**config.mk**
```make
export PLATFORM = sky130hd
export DESIGN_NAME = qpc_top
export DESIGN_NICKNAME = d
export VERILOG_FILES = /design/src/pkg/qpc_pkg.sv /design/src/design/qpc_top.sv
export SDC_FILE = /design/constraint.sdc
export NUM_CORES = 1
export LEC_CHECK = 0
export BUFFER_PORTS_ARGS = -buffer_cell sky130_fd_sc_hd__buf_2
export CORE_ASPECT_RATIO = 0.6
export CORE_MARGIN = 2
export CORE_UTILIZATION = 39
export CTS_BUF_LIST = sky130_fd_sc_hd__clkbuf_2
export DETAILED_ROUTE_END_ITERATION = 8
export GPL_TIMING_DRIVEN = 0
export PLACE_DENSITY = 0.64
export SLEW_MARGIN = 20
export SYNTH_ARGS = -nofsm -noshare
export SYNTH_HDL_FRONTEND = slang
export SYNTH_SLANG_ARGS = --single-unit
```
**constraint.sdc**
```tcl
create_clock -name hclk -period 6.5 [get_ports hclk]
set_clock_uncertainty 0.1 [all_clocks]
set_input_delay 0.975 -clock hclk [delete_from_list [all_inputs] [get_ports hclk]]
set_output_delay 0.975 -clock hclk [all_outputs]
set_load 0.03 [all_outputs]
```
**src/pkg/qpc_pkg.sv**
```systemverilog
// Constants and types of the quadrature position counter block
package qpc_pkg;
    localparam logic [7:0]  QPC_OFF_CON  = 8'h00;
    localparam logic [7:0]  QPC_OFF_IOC  = 8'h04;
    localparam logic [7:0]  QPC_OFF_POS  = 8'h08;
    localparam logic [7:0]  QPC_OFF_IDX  = 8'h0c;
    localparam logic [7:0]  QPC_OFF_TMR  = 8'h10;
    localparam logic [7:0]  QPC_OFF_VEL  = 8'h14;
    localparam logic [7:0]  QPC_OFF_INIT = 8'h18;
    localparam logic [7:0]  QPC_OFF_LOW  = 8'h1c;
    localparam logic [7:0]  QPC_OFF_STAT = 8'h20;
    localparam logic [15:0] QPC_CON_WMASK = 16'hbf7f;
    localparam logic [15:0] QPC_IOC_WMASK = 16'h01f0;
    localparam logic [15:0] QPC_CON_RST = 16'h0000;
    localparam logic [15:0] QPC_IOC_RST = 16'h0000;
    localparam logic [31:0] QPC_CNT_RST = 32'h0000_0000;
    localparam logic [2:0]  QPC_PIM_RST   = 3'h1;
    localparam logic [2:0]  QPC_PIM_NEXT  = 3'h2;
    localparam logic [2:0]  QPC_PIM_HOME1 = 3'h3;
    localparam logic [2:0]  QPC_PIM_HOME2 = 3'h4;
    localparam logic [2:0]  QPC_PIM_GEQ   = 3'h5;
    localparam logic [2:0]  QPC_PIM_MOD   = 3'h6;
    localparam logic [1:0]  QPC_CCM_QUAD = 2'h0;
    localparam logic [1:0]  QPC_CCM_UPDN = 2'h1;
    localparam logic [1:0]  QPC_CCM_EXT  = 2'h2;
    localparam logic [1:0]  QPC_CCM_TMR  = 2'h3;
    localparam logic [7:0]  QPC_DIV_MASK [8] = '{8'h00, 8'h01, 8'h03, 8'h07,
                                                 8'h0f, 8'h1f, 8'h3f, 8'hff};
    localparam int          QPC_PIN_A    = 0;
    localparam int          QPC_PIN_B    = 1;
    localparam int          QPC_PIN_IDX  = 2;
    localparam int          QPC_PIN_HOME = 3;
    localparam int          QPC_PIN_XCLK = 4;
    localparam int          QPC_PIN_UPDN = 5;
    localparam int          QPC_PIN_GATE = 6;
    localparam int          QPC_PIN_N    = 7;

    typedef struct packed {
        logic       counters_on;
        logic       rsv14;
        logic       halt_in_idle;
        logic [2:0] pos_init_policy;
        logic [1:0] index_phase_match;
        logic       rsv7;
        logic [2:0] timer_clock_divider;
        logic       count_direction_sel;
        logic       gate_control_on;
        logic [1:0] counter_source_mode;
    } qpc_con_type;

    typedef struct packed {
        logic [6:0] rsv_hi;
        logic       phase_swap;
        logic       home_invert;
        logic       index_invert;
        logic       phase_b_invert;
        logic       phase_a_invert;
        logic [3:0] rsv_lo;
    } qpc_io_type;
endpackage

```
**src/design/qpc_top.sv**
```systemverilog
// Quadrature position counter with AHB-Lite register slave
//
// Design decisions made here: the AHB-Lite register port and the register offsets.
`timescale 1ns/10ps
`default_nettype none
module qpc_top
    import qpc_pkg::*;
#(
    parameter int VEL_W = 16
)
(
    input  wire logic        hclk,
    input  wire logic        hresetn,
    input  wire logic        hsel,
    input  wire logic [31:0] haddr,
    input  wire logic [1:0]  htrans,
    input  wire logic        hwrite,
    input  wire logic [2:0]  hsize,
    input  wire logic [31:0] hwdata,
    input  wire logic        hready,
    output var  logic [31:0] hrdata,
    output var  logic        hreadyout,
    output var  logic        hresp,
    input  wire logic        phase_a_input,
    input  wire logic        phase_b_input,
    input  wire logic        index_input,
    input  wire logic        home_input,
    input  wire logic        ext_clk_input,
    input  wire logic        ext_updown_input,
    input  wire logic        ext_gate_input,
    input  wire logic        cpu_idle
);
    qpc_con_type          con_reg;
    qpc_io_type           io_reg;
    logic [31:0]          pos_reg;
    logic [31:0]          pos_next;
    logic [31:0]          idx_cnt_reg;
    logic [31:0]          tmr_reg;
    logic [VEL_W-1:0]     vel_reg;
    logic [31:0]          init_value_reg;
    logic [31:0]          low_compare_reg;
    logic [7:0]           adr_reg;
    logic                 wr_pend_reg;
    logic                 rd_pend_reg;
    logic [31:0]          hrdata_reg;
    logic                 hreadyout_reg;
    logic                 hresp_reg;
    logic [31:0]          rd_mux;
    logic [QPC_PIN_N-1:0] pin_raw;
    logic [QPC_PIN_N-1:0] s1_reg;
    logic [QPC_PIN_N-1:0] s2_reg;
    logic [QPC_PIN_N-1:0] s3_reg;
    logic [QPC_PIN_N-1:0] pin_f_reg;
    logic [7:0]           div_reg;
    logic                 qa_prev_reg;
    logic                 qb_prev_reg;
    logic                 idx_prev_reg;
    logic                 home_prev_reg;
    logic                 xclk_prev_reg;
    logic                 next_arm_reg;
    logic                 home_arm_reg;
    logic                 home_idx_reg;
    logic                 last_up_reg;
    logic                 src;
    logic                 step_up;

    // Bus decode
    wire accept = hsel && htrans[1] && hready;
    wire wr_con = wr_pend_reg && (adr_reg == QPC_OFF_CON);
    wire wr_ioc = wr_pend_reg && (adr_reg == QPC_OFF_IOC);
    wire wr_pos = wr_pend_reg && (adr_reg == QPC_OFF_POS);
    wire wr_idx = wr_pend_reg && (adr_reg == QPC_OFF_IDX);
    wire wr_tmr = wr_pend_reg && (adr_reg == QPC_OFF_TMR);
    wire wr_vel = wr_pend_reg && (adr_reg == QPC_OFF_VEL);
    wire wr_ini = wr_pend_reg && (adr_reg == QPC_OFF_INIT);
    wire wr_low = wr_pend_reg && (adr_reg == QPC_OFF_LOW);

    // Synchronised and conditioned pins
    assign pin_raw = {ext_gate_input, ext_updown_input, ext_clk_input,
                      home_input, index_input, phase_b_input, phase_a_input};

    genvar gi;
    generate
        for (gi = 0; gi < QPC_PIN_N; gi++) begin : g_sync
            always_ff @(posedge hclk or negedge hresetn) begin
                if (!hresetn) begin
                    s1_reg[gi]    <= 1'b0;
                    s2_reg[gi]    <= 1'b0;
                    s3_reg[gi]    <= 1'b0;
                    pin_f_reg[gi] <= 1'b0;
                end else begin
                    s1_reg[gi] <= pin_raw[gi];
                    s2_reg[gi] <= s1_reg[gi];
                    s3_reg[gi] <= s2_reg[gi];
                    if (s2_reg[gi] == s3_reg[gi]) begin
                        pin_f_reg[gi] <= s3_reg[gi];
                    end
                end
            end
        end
    endgenerate

    wire a_c    = pin_f_reg[QPC_PIN_A] ^ io_reg.phase_a_invert;
    wire b_c    = pin_f_reg[QPC_PIN_B] ^ io_reg.phase_b_invert;
    wire idx_c  = pin_f_reg[QPC_PIN_IDX] ^ io_reg.index_invert;
    wire home_c = pin_f_reg[QPC_PIN_HOME] ^ io_reg.home_invert;
    wire a_sw   = io_reg.phase_swap ? b_c : a_c;
    wire b_sw   = io_reg.phase_swap ? a_c : b_c;

    // Run control and prescaler
    wire       run  = con_reg.counters_on && !(con_reg.halt_in_idle && cpu_idle);
    wire [7:0] mask = QPC_DIV_MASK[con_reg.timer_clock_divider];
    wire       tick = run && (div_reg == mask);

    always_ff @(posedge hclk or negedge hresetn) begin
        if (!hresetn) begin
            div_reg <= 8'h00;
        end else if (!run || tick) begin
            div_reg <= 8'h00;
        end else begin
            div_reg <= div_reg + 8'h01;
        end
    end

    // Count source selection
    wire quad_step = tick && ((a_sw ^ qa_prev_reg) ^ (b_sw ^ qb_prev_reg));
    wire quad_up   = a_sw ^ qb_prev_reg;
    wire xclk_rise = tick && pin_f_reg[QPC_PIN_XCLK] && !xclk_prev_reg;
    wire pol_up    = !con_reg.count_direction_sel;

    always_comb begin
        src     = 1'b0;
        step_up = pol_up;
        case (con_reg.counter_source_mode)
            QPC_CCM_QUAD: begin
                src     = quad_step;
                step_up = quad_up ^ con_reg.count_direction_sel;
            end
            QPC_CCM_UPDN: begin
                src     = xclk_rise;
                step_up = pin_f_reg[QPC_PIN_UPDN];
            end
            QPC_CCM_EXT: begin
                src = xclk_rise;
            end
            QPC_CCM_TMR: begin
                src = tick;
            end
            default: begin
                src = 1'b0;
            end
        endcase
    end

    wire adv = src && (!con_reg.gate_control_on || pin_f_reg[QPC_PIN_GATE]);

    // Index and home qualification
    wire       timer_mode = con_reg.counter_source_mode[1];
    wire [2:0] pim        = con_reg.pos_init_policy;
    wire [1:0] imv        = con_reg.index_phase_match;
    wire       idx_rise   = tick && idx_c && !idx_prev_reg;
    wire       home_rise  = tick && home_c && !home_prev_reg;
    wire       phase_hit  = ({b_sw, a_sw} == imv);
    wire       idx_evt    = idx_rise && ((imv == 2'h0) || phase_hit);
    wire       idx_pos    = idx_rise && (imv != 2'h0) && phase_hit && !timer_mode;
    wire       ld_init    = idx_pos && (((pim == QPC_PIM_NEXT) && next_arm_reg)
                          || ((pim == QPC_PIM_HOME1) && home_arm_reg && !home_idx_reg)
                          || ((pim == QPC_PIM_HOME2) && home_arm_reg && home_idx_reg));
    wire       clr_idx    = idx_pos && (pim == QPC_PIM_RST)
                          && (con_reg.counter_source_mode == QPC_CCM_QUAD);
    wire       clr_geq    = tick && !timer_mode && (pim == QPC_PIM_GEQ) && (pos_reg == init_value_reg);
    wire       mod_wrap   = adv && !timer_mode && (pim == QPC_PIM_MOD)
                          && (step_up ? (pos_reg == init_value_reg) : (pos_reg == low_compare_reg));
    wire       idx_up     = adv ? step_up : last_up_reg;

    always_comb begin
        pos_next = pos_reg;
        if (wr_pos) begin
            pos_next = hwdata;
        end else if (clr_idx || clr_geq) begin
            pos_next = QPC_CNT_RST;
        end else if (ld_init) begin
            pos_next = init_value_reg;
        end else if (mod_wrap) begin
            pos_next = step_up ? low_compare_reg : init_value_reg;
        end else if (adv) begin
            pos_next = step_up ? pos_reg + 32'h1 : pos_reg - 32'h1;
        end
    end

    // Edge history follows the pins while stopped so that restart counts nothing stale
    always_ff @(posedge hclk or negedge hresetn) begin
        if (!hresetn) begin
            qa_prev_reg   <= 1'b0;
            qb_prev_reg   <= 1'b0;
            idx_prev_reg  <= 1'b0;
            home_prev_reg <= 1'b0;
            xclk_prev_reg <= 1'b0;
        end else if (tick || !run) begin
            qa_prev_reg   <= a_sw;
            qb_prev_reg   <= b_sw;
            idx_prev_reg  <= idx_c;
            home_prev_reg <= home_c;
            xclk_prev_reg <= pin_f_reg[QPC_PIN_XCLK];
        end
    end

    // Homing sequence state
    always_ff @(posedge hclk or negedge hresetn) begin
        if (!hresetn) begin
            next_arm_reg <= 1'b0;
            home_arm_reg <= 1'b0;
            home_idx_reg <= 1'b0;
        end else begin
            if (wr_con) begin
                next_arm_reg <= 1'b1;
            end else if (ld_init) begin
                next_arm_reg <= 1'b0;
            end
            if (home_rise) begin
                home_arm_reg <= 1'b1;
                home_idx_reg <= 1'b0;
            end else if (ld_init) begin
                home_arm_reg <= 1'b0;
            end else if (idx_pos && home_arm_reg) begin
                home_idx_reg <= 1'b1;
            end
        end
    end

    // Counters
    always_ff @(posedge hclk or negedge hresetn) begin
        if (!hresetn) begin
            pos_reg     <= QPC_CNT_RST;
            idx_cnt_reg <= QPC_CNT_RST;
            tmr_reg     <= QPC_CNT_RST;
            vel_reg     <= '0;
            last_up_reg <= 1'b1;
        end else begin
            pos_reg <= pos_next;
            if (adv) begin
                last_up_reg <= step_up;
            end
            if (wr_idx) begin
                idx_cnt_reg <= hwdata;
            end else if (idx_evt) begin
                idx_cnt_reg <= idx_up ? idx_cnt_reg + 32'h1 : idx_cnt_reg - 32'h1;
            end
            if (wr_tmr) begin
                tmr_reg <= hwdata;
            end else if (tick) begin
                tmr_reg <= tmr_reg + 32'h1;
            end
            if (wr_vel) begin
                vel_reg <= hwdata[VEL_W-1:0];
            end else if (adv) begin
                vel_reg <= step_up ? vel_reg + 1'b1 : vel_reg - 1'b1;
            end
        end
    end

    // Configuration registers
    always_ff @(posedge hclk or negedge hresetn) begin
        if (!hresetn) begin
            con_reg         <= QPC_CON_RST;
            io_reg          <= QPC_IOC_RST;
            init_value_reg  <= QPC_CNT_RST;
            low_compare_reg <= QPC_CNT_RST;
        end else begin
            if (wr_con) begin
                con_reg <= hwdata[15:0] & QPC_CON_WMASK;
            end
            if (wr_ioc) begin
                io_reg <= hwdata[15:0] & QPC_IOC_WMASK;
            end
            if (wr_ini) begin
                init_value_reg <= hwdata;
            end
            if (wr_low) begin
                low_compare_reg <= hwdata;
            end
        end
    end

    // Read selection
    always_comb begin
        case (adr_reg)
            QPC_OFF_CON:  rd_mux = {16'h0000, con_reg};
            QPC_OFF_IOC:  rd_mux = {16'h0000, io_reg[15:4], home_c, idx_c, b_sw, a_sw};
            QPC_OFF_POS:  rd_mux = pos_reg;
            QPC_OFF_IDX:  rd_mux = idx_cnt_reg;
            QPC_OFF_TMR:  rd_mux = tmr_reg;
            QPC_OFF_VEL:  rd_mux = {{(32-VEL_W){1'b0}}, vel_reg};
            QPC_OFF_INIT: rd_mux = init_value_reg;
            QPC_OFF_LOW:  rd_mux = low_compare_reg;
            QPC_OFF_STAT: rd_mux = {28'h0000000, home_arm_reg, home_idx_reg, next_arm_reg, run};
            default:      rd_mux = 32'h0000_0000;
        endcase
    end

    // AHB-Lite slave: writes finish without wait, reads take one wait state
    always_ff @(posedge hclk or negedge hresetn) begin
        if (!hresetn) begin
            adr_reg       <= 8'h00;
            wr_pend_reg   <= 1'b0;
            rd_pend_reg   <= 1'b0;
            hrdata_reg    <= 32'h0000_0000;
            hreadyout_reg <= 1'b1;
            hresp_reg     <= 1'b0;
        end else begin
            hresp_reg   <= 1'b0;
            wr_pend_reg <= accept && hwrite;
            rd_pend_reg <= accept && !hwrite;
            if (accept) begin
                adr_reg <= {haddr[7:2], 2'b00};
            end
            if (accept && !hwrite) begin
                hreadyout_reg <= 1'b0;
            end else if (rd_pend_reg) begin
                hrdata_reg    <= rd_mux;
                hreadyout_reg <= 1'b1;
            end
        end
    end

    assign hrdata    = hrdata_reg;
    assign hreadyout = hreadyout_reg;
    assign hresp     = hresp_reg;
endmodule
`default_nettype wire

```
==> results.sh, run 1 <==
export IMPL_hold_viol=0
export IMPL_drt_iter0_drc=2222
export IMPL_dp_cells=2676
export IMPL_via_per_inst=6.04
export IMPL_path_clk_slew_ns=0.11
export IMPL_fp_dieW_um=285
export IMPL_end_kind="flop"
export IMPL_synth_yosys_warnings=0
export IMPL_die_h_um=173
export IMPL_grt_max_degree=96
export IMPL_drtPass1Iterations=6
export IMPL_synth_area_leaders="dfrtp_1 (38%), mux2_2 (5.9%), ha_1 (5.4%)"
export IMPL_netlist_area_um2=18500
export IMPL_cts_sinks=281
export IMPL_cellPowerDensity_nw_per_um2=417
export IMPL_core_area_um2=46600
export IMPL_r2r_cells=20
export IMPL_routed_via_count=17009
export IMPL_fmax_ghz=0.159
export IMPL_pre_cts_slack_ns=-0.164
export IMPL_cts_buffers=73
export IMPL_setup_ws_ns=0.203
export IMPL_root_buffer="clkbuf_2"
export IMPL_drtAntennaViolNets=0
export IMPL_required_ns=7.33
export IMPL_worst_ep_arrival_time_ns=7.13
export IMPL_crit_slowest_cell="dfrtp_1"
export IMPL_critPathMaxFanout=51
export IMPL_gp_congestion=0.975
export IMPL_grt_pass1_wl_um=104000
export IMPL_yosysTopAreaCellShare_pct=37.8
export IMPL_synth_edf_count=0
export IMPL_area_growth_pct=11.5
export IMPL_placementRows=61
export IMPL_start_util_pct=39.7
export IMPL_fillers=4557
export IMPL_endpoint="idx_cnt_reg[31]"
export IMPL_antenna_found_initial=4
export IMPL_setup_violations_final=0
export IMPL_synth_fp_nets=2122
export IMPL_r2r_end="idx_cnt_reg[31]"
export IMPL_post_route_util_pct=44.2
export IMPL_dp_hpwl_um=53500
export IMPL_synth_main_ff_cell="dfrtp_1"
export IMPL_io_pins=116
export IMPL_grt_usage_pct=28.0
export IMPL_crit_path_start_kind="flop"
export IMPL_port_buffers=84
export IMPL_yosysSeqAreaShare_pct=38.1
export IMPL_drcViolationCount=0
export IMPL_fin_crit_sh_pct=96.9
export IMPL_drive_gt1_share_pct=16.9
export IMPL_syn_avg_cell_area_um2=9.43
export IMPL_synth_seq_cells=281
export IMPL_holdWs_ns=0.0907
export IMPL_fin_crit_ns=6.30
export IMPL_status="complete, no violations"
export IMPL_async_flop_share_pct=100
export IMPL_tightest_slew_ns=0.952
export IMPL_clk_path_buf_depth=3
export IMPL_final_cells=2815
export IMPL_grt_pass1_vias=16136
export IMPL_reg2reg_from="io_reg[4]"
export IMPL_cp_startpoint="io_reg[4]"
export IMPL_ff2ff_setup_slack_ns=0.20
export IMPL_synth_distinct_cells=97
export IMPL_design_area_um2=20600
export IMPL_yosysMostFrequentCell="dfrtp_1"
export IMPL_cts_tree="yes"
export IMPL_grt_ovfl_total=0
export IMPL_placed_area_um2=19800
export IMPL_insertion_delay_ns=1.02
export IMPL_p_leak_uw=0.00900
export IMPL_synth_common_cells="dfrtp_1 (279), a21oi_1 (177), nor2_1 (174), nand2_1 (167), o21ai_0 (116)"
export IMPL_relSlewSlack_pct=36.5
export IMPL_wl_um=69400
export IMPL_crit_type="flop to flop"
export IMPL_dieArea_um2=49200
export IMPL_cpPeakStageDelay_ns=0.47
export IMPL_netlist_instances=1958
export IMPL_finalMaxSlewViolations=0
export IMPL_cp_cell_sequence="xnor2_2 > mux2i_4 > xnor2_1 > a32o_1 > or2_1 > bufinv_8 > nor2_1 > a21oi_4 > buf_16 > ha_1 > a211o_1 > a221oi_1 > o21ai_1 > a2111o_1 > o31ai_2 > nor3_1 > a211oi_1 > xnor2_1 > nand3b_1 > a31oi_1"
export IMPL_maxCapViolCount=0
export IMPL_yosys_area_top_type="dfrtp_1"
export IMPL_htreeDepth=3
export IMPL_rsz0062_at_grt="false"
export IMPL_hold_path_class="input port to flop"
export IMPL_wl_per_cell_um=24.7
export IMPL_cp_common_cell="xnor2_1"
export IMPL_ir_worst_vdd_v=0.000145
export IMPL_nets=2294
==> cell type report <==
class	instances	area [µm²]	area share (%)
multi-input cells	1528	10800	52.6
flip-flops and latches	281	7030	34.2
well taps	630	788	3.83
repair buffers	97	628	3.05
clock buffers	96	480	2.33
plain buffers	104	474	2.30
inverters	45	183	0.887
clock inverters	32	173	0.839
diodes	2	5.00	0.0243
==> kinds of logic after synthesis <==
group,synth area share [%]
multiplexers,10.7
XOR/XNOR,7.91
other,0.0203
AO/OA/AOI/OAI,19.8
adder cells (fa/ha/maj),6.06
flip-flops,38.1
buffers and inverters,3.48
AND/OR/NAND/NOR,13.9
==> power by group <==
part           total [µW]  switching (µW)  internal, µW  leakage [µW]
Combinational        4640            2680          1960       0.00502
Clock                1280             799           483      0.000487
Sequential           2650             604          2050       0.00349
Total                8570            4080          4490       0.00900
==> worst max-delay path: cells and delay by family, from the launching register on <==
family	cells	cell delay, ns
mux	1	0.14
simple gates	4	0.71
flops	1	0.47
xor+xnor	3	0.86
buf+inv	2	0.70
fa+ha+maj	1	0.29
compound gates	9	2.90
==> layout by cell type, fill, tap and decap left out, drive strengths merged, types with 14 or more instances in the layout <==
cell and count:
dfrtp 279, a21oi 183, nor2 174, nand2 168
clkbuf 165, o21ai 134, buf 124, mux2 96
xor2 83, xnor2 82, ha 79, inv 49
mux2i 45, nand3 36, nor3 30, clkinv 25
a22o 24, a21o 22, a22oi 22, nand4 20
and3 19, nand2b 19, mux4 19, or3 18
a221o 18, o221ai 18, a31oi 17, a211oi 17
and2 17, o21bai 14, nor4 14
==> metal layers <==
metal	GRT usage (%)	vias up	routed length, µm
li1	-	7553	-
met1	43.2	8384	32000
met2	36.4	993	26700
met3	10.6	79	9580
met4	5.54	0	1090
met5	0	-	0
==> what timing repair did <==
action	in CTS	in global routing
endpoints found under the setup margin	5	11
endpoints found under the hold margin	25	0
resized for setup	1	7
buffers inserted	0	1
hold buffers	8	0
==> stage by stage <==
step | total power [µW] | setup TNS (ns)
2_1_floorplan | 5790 | 0
3_3_place_gp | 6940 | -317.01
3_5_place_dp | 7110 | -0.440
4_1_cts | 8420 | 0
5_1_grt | 9170 | 0
6_report | 8570 | 0
==> worst min path at each step <==
stage	start	end	slack (ns)	cells after the start
4_1_cts	haddr[5]	adr_reg[5]	0.006	2
2_1_floorplan	s1_reg[0]	s2_reg[0]	0.23	0
5_1_grt	haddr[7]	adr_reg[7]	0.03	2
6_report	hwrite	rd_pend_reg	0.09	2
3_5_place_dp	s1_reg[2]	s2_reg[2]	0.24	0
3_3_place_gp	s1_reg[3]	s2_reg[3]	0.24	0
No activity file was read; power rests on OpenSTA's default activity.
==> inputs of run 2 (changes only) <==
CORE_UTILIZATION = 58   (was 39)
PLACE_DENSITY = 0.87   (was 0.64)
==> run 2 against run 1 <==
Compared with the run above:
- critical path depth unchanged
- register-to-register slack improved by 0.07 ns
- routed wire length decreased by 6.1%
- count of clock-buffer cells in the layout decreased by 2
- core utilization increased by 20 points
- combinational power about the same
- sequential share of layout area increased by 0.59 points
- flip-flop and latch count unchanged
- die area decreased by 32%
- non-clock buffer count decreased by 1
- critical path type unchanged
- highest routed layer unchanged
==> results.sh, run 2 (synthesis results as in run 1) <==
export IMPL_crit_family="compound AO/OA/AOI/OAI gates"
export IMPL_cts_tree="yes"
export IMPL_cts_buffers=70
export IMPL_seq_area_um2=7030
export IMPL_drt_iter0_drc=2393
export IMPL_grt_usage_pct=39.7
export IMPL_maxCapViolCount=0
export IMPL_grt_ovfl_total=0
export IMPL_hold_path_class="input port to flop"
export IMPL_ir_worst_vdd_v=0.000290
export IMPL_layout_commonest_cell="dfrtp_1"
export IMPL_htreeDepth=3
export IMPL_area_growth_pct=9.61
export IMPL_drive_gt1_share_pct=16.8
export IMPL_dp_hpwl_um=50000
export IMPL_io_pins=116
export IMPL_design_area_um2=20200
export IMPL_dieArea_um2=33300
export IMPL_cp_cell_sequence="xnor2_4 > mux2i_4 > xnor2_1 > a32o_1 > or2_0 > bufinv_16 > nor2_1 > a21oi_4 > buf_16 > ha_1 > a211o_1 > a221oi_1 > o21ai_1 > a2111o_1 > o31ai_2 > nor3_1 > a211oi_1 > xnor2_1 > nand3b_1 > a31oi_1"
export IMPL_wl_um=65200
export IMPL_fin_crit_sh_pct=95.9
export IMPL_drcViolationCount=0
export IMPL_post_route_util_pct=64.7
export IMPL_wl_per_cell_um=25.2
export IMPL_drtPass1Iterations=6
export IMPL_status="complete, no violations"
export IMPL_combPwrFrac_pct=54.9
export IMPL_end_kind="flop"
export IMPL_crit_path_start_kind="flop"
export IMPL_p_sw_share_pct=47.9
export IMPL_fmax_ghz=0.160
export IMPL_insertion_delay_ns=1.06
export IMPL_routed_via_count=17229
export IMPL_critPathMaxFanout=51
export IMPL_grt_pass1_wl_um=97900
export IMPL_p_clk_share_pct=13.7
export IMPL_clk_path_buf_depth=3
export IMPL_p_switching_uw=4040
export IMPL_p_leak_uw=0.00895
export IMPL_crit_slowest_cell="dfrtp_1"
export IMPL_cellPowerDensity_nw_per_um2=417
export IMPL_post_cts_buffers=0
export IMPL_gp_congestion=0.998
export IMPL_rsz0062_at_grt="false"
export IMPL_core_area_um2=31300
export IMPL_placementRows=50
export IMPL_path_clk_slew_ns=0.15
export IMPL_most_common_layout_cells="dfrtp_1 (279), a21oi_1 (176), nor2_1 (174)"
export IMPL_via_per_inst=6.66
export IMPL_cts_sinks=281
export IMPL_nets=2290
export IMPL_final_cells=2588
export IMPL_multi_input_area_um2=10800
export IMPL_cp_common_cell="xnor2_1"
export IMPL_hold_viol=0
export IMPL_drtAntennaViolNets=0
export IMPL_p_seq_share_pct=31.3
export IMPL_finalMaxSlewViolations=0
export IMPL_die_h_um=142
export IMPL_root_buffer="clkbuf_2"
export IMPL_setup_violations_final=0
export IMPL_pre_cts_slack_ns=-0.0585
export IMPL_port_buffers=84
export IMPL_grt_pass1_vias=16262
export IMPL_dp_cells=2462
export IMPL_relSlewSlack_pct=34.7
export IMPL_antenna_found_initial=2
export IMPL_fin_crit_ns=6.23
export IMPL_required_ns=7.32
export IMPL_worst_ep_arrival_time_ns=7.05
export IMPL_tightest_slew_ns=0.980
export IMPL_cpPeakStageDelay_ns=0.51
export IMPL_placed_area_um2=19500
export IMPL_fp_dieW_um=234
export IMPL_fillers=2587
export IMPL_setup_ws_ns=0.269
export IMPL_crit_type="flop to flop"
export IMPL_path_buf_inv=2
export IMPL_grt_max_degree=96
export IMPL_intPower_uw=4410
export IMPL_start_util_pct=59.0
[run 2: cell types whose count changed in the layout (fill, tap and decap cells not counted), sizes merged]
| cell | delta |
|---|---|
| clkinv | -9 |
| bufinv | -2 |
| clkbuf | -2 |
| diode | +2 |
| buf | -1 |
| inv | -1 |
[run 2: final timing paths]
check | startpoint | endpoint | slack, ns | cells past startpoint
setup / recovery | io_reg[4] | idx_cnt_reg[31] | 0.27 | 20
hold / removal | haddr[2] | adr_reg[2] | 0.12 | 2
setup reg to reg | io_reg[4] | idx_cnt_reg[31] | 0.27 | 20
hold reg to reg | s1_reg[3] | s2_reg[3] | 0.26 | 0
max in group asynchronous | hresetn | hreadyout | 4.39 | 5
min in group asynchronous | hresetn | pos_reg[11] | 0.30 | 2
[run 2: through the flow]
| step | hold WS [ns] | power [µW] | TNS, ns |
|---|---|---|---|
| 2_1_floorplan | 0.231 | 5790 | 0 |
| 4_1_cts | 0.0858 | 8220 | 0 |
| 5_1_grt | 0.0745 | 8970 | 0 |
| 3_5_place_dp | 0.237 | 7050 | -0.115 |
| 3_3_place_gp | 0.232 | 6860 | -239.54 |
| 6_report | 0.116 | 8450 | 0 |
[run 2: metal layers]
metal | up-vias | wire (µm) | GRT usage, %
met5 | - | 0 | 0
met4 | 0 | 1640 | 11.0
met3 | 136 | 11300 | 18.3
met2 | 1268 | 25200 | 51.7
met1 | 8307 | 27100 | 58.5
li1 | 7518 | - | -
[run 2: layout make-up]
type	count	area share, %
plain buffers	104	2.34
diodes	4	0.0495
clock buffers	94	2.32
clock inverters	20	0.383
flip-flops and latches	281	34.8
well taps	416	2.57
multi-input cells	1528	53.5
repair buffers	96	3.07
inverters	45	0.964
[run 2: power by group through the flow]
stage / combinational, µW / clock [µW] / sequential (µW)
global route: 5080 / 1240 / 2640
finish: 4640 / 1160 / 2650
floorplan: 3420 / 0 / 2370
CTS: 4490 / 1150 / 2580
global placement: 4260 / 0 / 2590
detailed placement: 4440 / 0 / 2610
[run 2: timing repair]
item | in CTS | in global routing
setup endpoints to repair | 5 | 17
gates resized for setup | 1 | 9
endpoints found under the hold margin | 26 | 0
hold buffers | 8 | 0
==> inputs of run 3 (changes only) <==
BUFFER_PORTS_ARGS = -buffer_cell sky130_fd_sc_hd__buf_4   (was -buffer_cell sky130_fd_sc_hd__buf_2)
==> run 3 against run 2 <==
Compared with the run above:
- the flow now finishes with violations (DRC)
- clock power barely moved
- register-to-register slack better by 0.06 ns
- hold slack got worse by 0.044 ns
- combinational power barely moved
- via count down 0.28%
- routed wire length down 0.92%
- non-clock buffer count decreased by 7
- final cell count shrank 0.23%
- largest cell class unchanged
==> results.sh, run 3 (synthesis results as in run 1) <==
export IMPL_status="finished with violations"
export IMPL_violations="DRC"
export IMPL_hold_viol=0
export IMPL_setup_ws_ns=0.326
export IMPL_post_route_util_pct=65.2
export IMPL_maxCapViolCount=0
export IMPL_crit_slowest_cell="dfrtp_1"
export IMPL_cts_sinks=281
export IMPL_cp_common_cell="xnor2_1"
export IMPL_io_pins=116
export IMPL_wl_um=64600
export IMPL_grt_max_degree=95
export IMPL_antenna_found_initial=2
export IMPL_clk_path_buf_depth=3
export IMPL_routed_via_count=17180
export IMPL_finalMaxSlewViolations=0
export IMPL_grt_pass1_vias=16163
export IMPL_hold_depth=1
export IMPL_pre_cts_slack_ns=-0.157
export IMPL_core_area_um2=31300
export IMPL_final_cells=2582
export IMPL_path_buf_inv=2
export IMPL_holdWs_ns=0.0722
export IMPL_fin_crit_sh_pct=95.0
export IMPL_path_clk_slew_ns=0.12
export IMPL_worst_ep_arrival_time_ns=6.86
export IMPL_grt_use_met2_pct=50.9
export IMPL_r2r_cells=20
export IMPL_ff2ff_setup_slack_ns=0.33
export IMPL_grt_use_met3_pct=17.5
export IMPL_critPathMaxFanout=51
export IMPL_cellPowerDensity_nw_per_um2=417
export IMPL_area_growth_pct=10.4
export IMPL_crit_family="compound AO/OA/AOI/OAI gates"
export IMPL_crit_path_start_kind="flop"
export IMPL_via_per_inst=6.65
export IMPL_p_leak_uw=0.00897
export IMPL_post_cts_buffers=0
export IMPL_crit_type="flop to flop"
export IMPL_fp_dieW_um=234
export IMPL_placementRows=50
export IMPL_grt_pass1_wl_um=96800
export IMPL_dp_hpwl_um=49700
export IMPL_tightest_slew_ns=0.934
export IMPL_drt_iter0_drc=2530
export IMPL_drive_gt1_share_pct=16.9
export IMPL_ir_worst_vdd_v=0.000358
export IMPL_insertion_delay_ns=0.92
export IMPL_required_ns=7.19
export IMPL_fin_crit_ns=6.17
export IMPL_cpPeakStageDelay_ns=0.49
export IMPL_drtPass1Iterations=9
export IMPL_cts_tree="yes"
export IMPL_layout_commonest_cell="dfrtp_1"
export IMPL_end_kind="flop"
export IMPL_wl_per_cell_um=25.0
export IMPL_fmax_ghz=0.162
export IMPL_root_buffer="clkbuf_2"
export IMPL_cp_cell_sequence="xnor2_2 > mux2i_4 > xnor2_1 > a32o_1 > or2_1 > inv_8 > nor2_1 > a21oi_4 > buf_16 > ha_1 > a211o_1 > a221oi_1 > o21ai_1 > a2111o_1 > o31ai_2 > nor3_1 > a211oi_1 > xnor2_1 > a21bo_1 > a31oi_1"
export IMPL_nets=2283
export IMPL_drcViolationCount=1
export IMPL_most_common_layout_cells="dfrtp_1 (279), a21oi_1 (176), nor2_1 (174)"
export IMPL_dieArea_um2=33300
export IMPL_drtAntennaViolNets=0
export IMPL_port_buffers=84
export IMPL_grt_ovfl_total=0
export IMPL_start_util_pct=59.0
export IMPL_rsz0062_at_grt="false"
export IMPL_relSlewSlack_pct=37.8
export IMPL_cts_buffers=70
export IMPL_grt_usage_pct=39.0
export IMPL_top_usage_layer="met1"
export IMPL_met1_usage_pct=57.8
export IMPL_htreeDepth=3
export IMPL_crit_cells=20
export IMPL_gp_congestion=1.03
export IMPL_setup_violations_final=0
export IMPL_die_h_um=142
export IMPL_dp_cells=2462
export IMPL_hold_path_class="input port to flop"
==> run 3: changes by cell type in the layout (fill, tap and decap cells not counted), sizes merged <==
cell | previous run | this run
clkbuf | 163 | 162
diode | 4 | 1
inv | 48 | 49
clkinv | 16 | 20
dlygate4sd3 | 8 | 1
==> run 3: final cells by class <==
| class | count | area [µm²] |
|---|---|---|
| diodes | 1 | 2.50 |
| inverters | 45 | 176 |
| plain buffers | 104 | 474 |
| repair buffers | 89 | 758 |
| clock buffers | 93 | 465 |
| flip-flops and latches | 281 | 7030 |
| multi-input cells | 1528 | 10800 |
| clock inverters | 25 | 124 |
| well taps | 416 | 520 |
| fillers | 2544 | 10900 |
==> run 3: repair_timing <==
action / CTS / global route
cloned: 0 / 0
hold buffers: 1 / 0
gates resized for setup: 1 / 9
hold endpoints to repair: 23 / 0
setup endpoints to repair: 3 / 12
==> run 3: per-layer routing <==
metal / share of wire (%) / wire (µm) / vias up
met1: 41 / 26400 / 8227
met2: 39 / 25100 / 1308
met3: 18 / 11600 / 139
li1: - / - / 7506
met4: 2.3 / 1460 / 0
met5: 0 / 0 / -
==> run 3: path summary, 6_finish.rpt <==
kind                              start                end
min in group asynchronous       hresetn  init_value_reg[3]
setup / recovery           pin_f_reg[0]    idx_cnt_reg[31]
setup reg to reg           pin_f_reg[0]    idx_cnt_reg[31]
max in group asynchronous       hresetn          hreadyout
hold / removal              index_input          s1_reg[2]
hold reg to reg               s1_reg[1]          s2_reg[1]
==> run 3: report_power, final <==
part	internal (µW)	switching [µW]
clock	428	761
combinational	1970	2690
sequential	2050	596
==> run 3: through the flow <==
step	area (µm²)	total power, µW	setup TNS (ns)
final	20400	8490	0
after global routing	20400	8990	0
after CTS	20400	8270	0
after detailed placement	19800	7080	-0.278
after global placement	19600	6870	-35.67
after floorplan	18500	5790	0
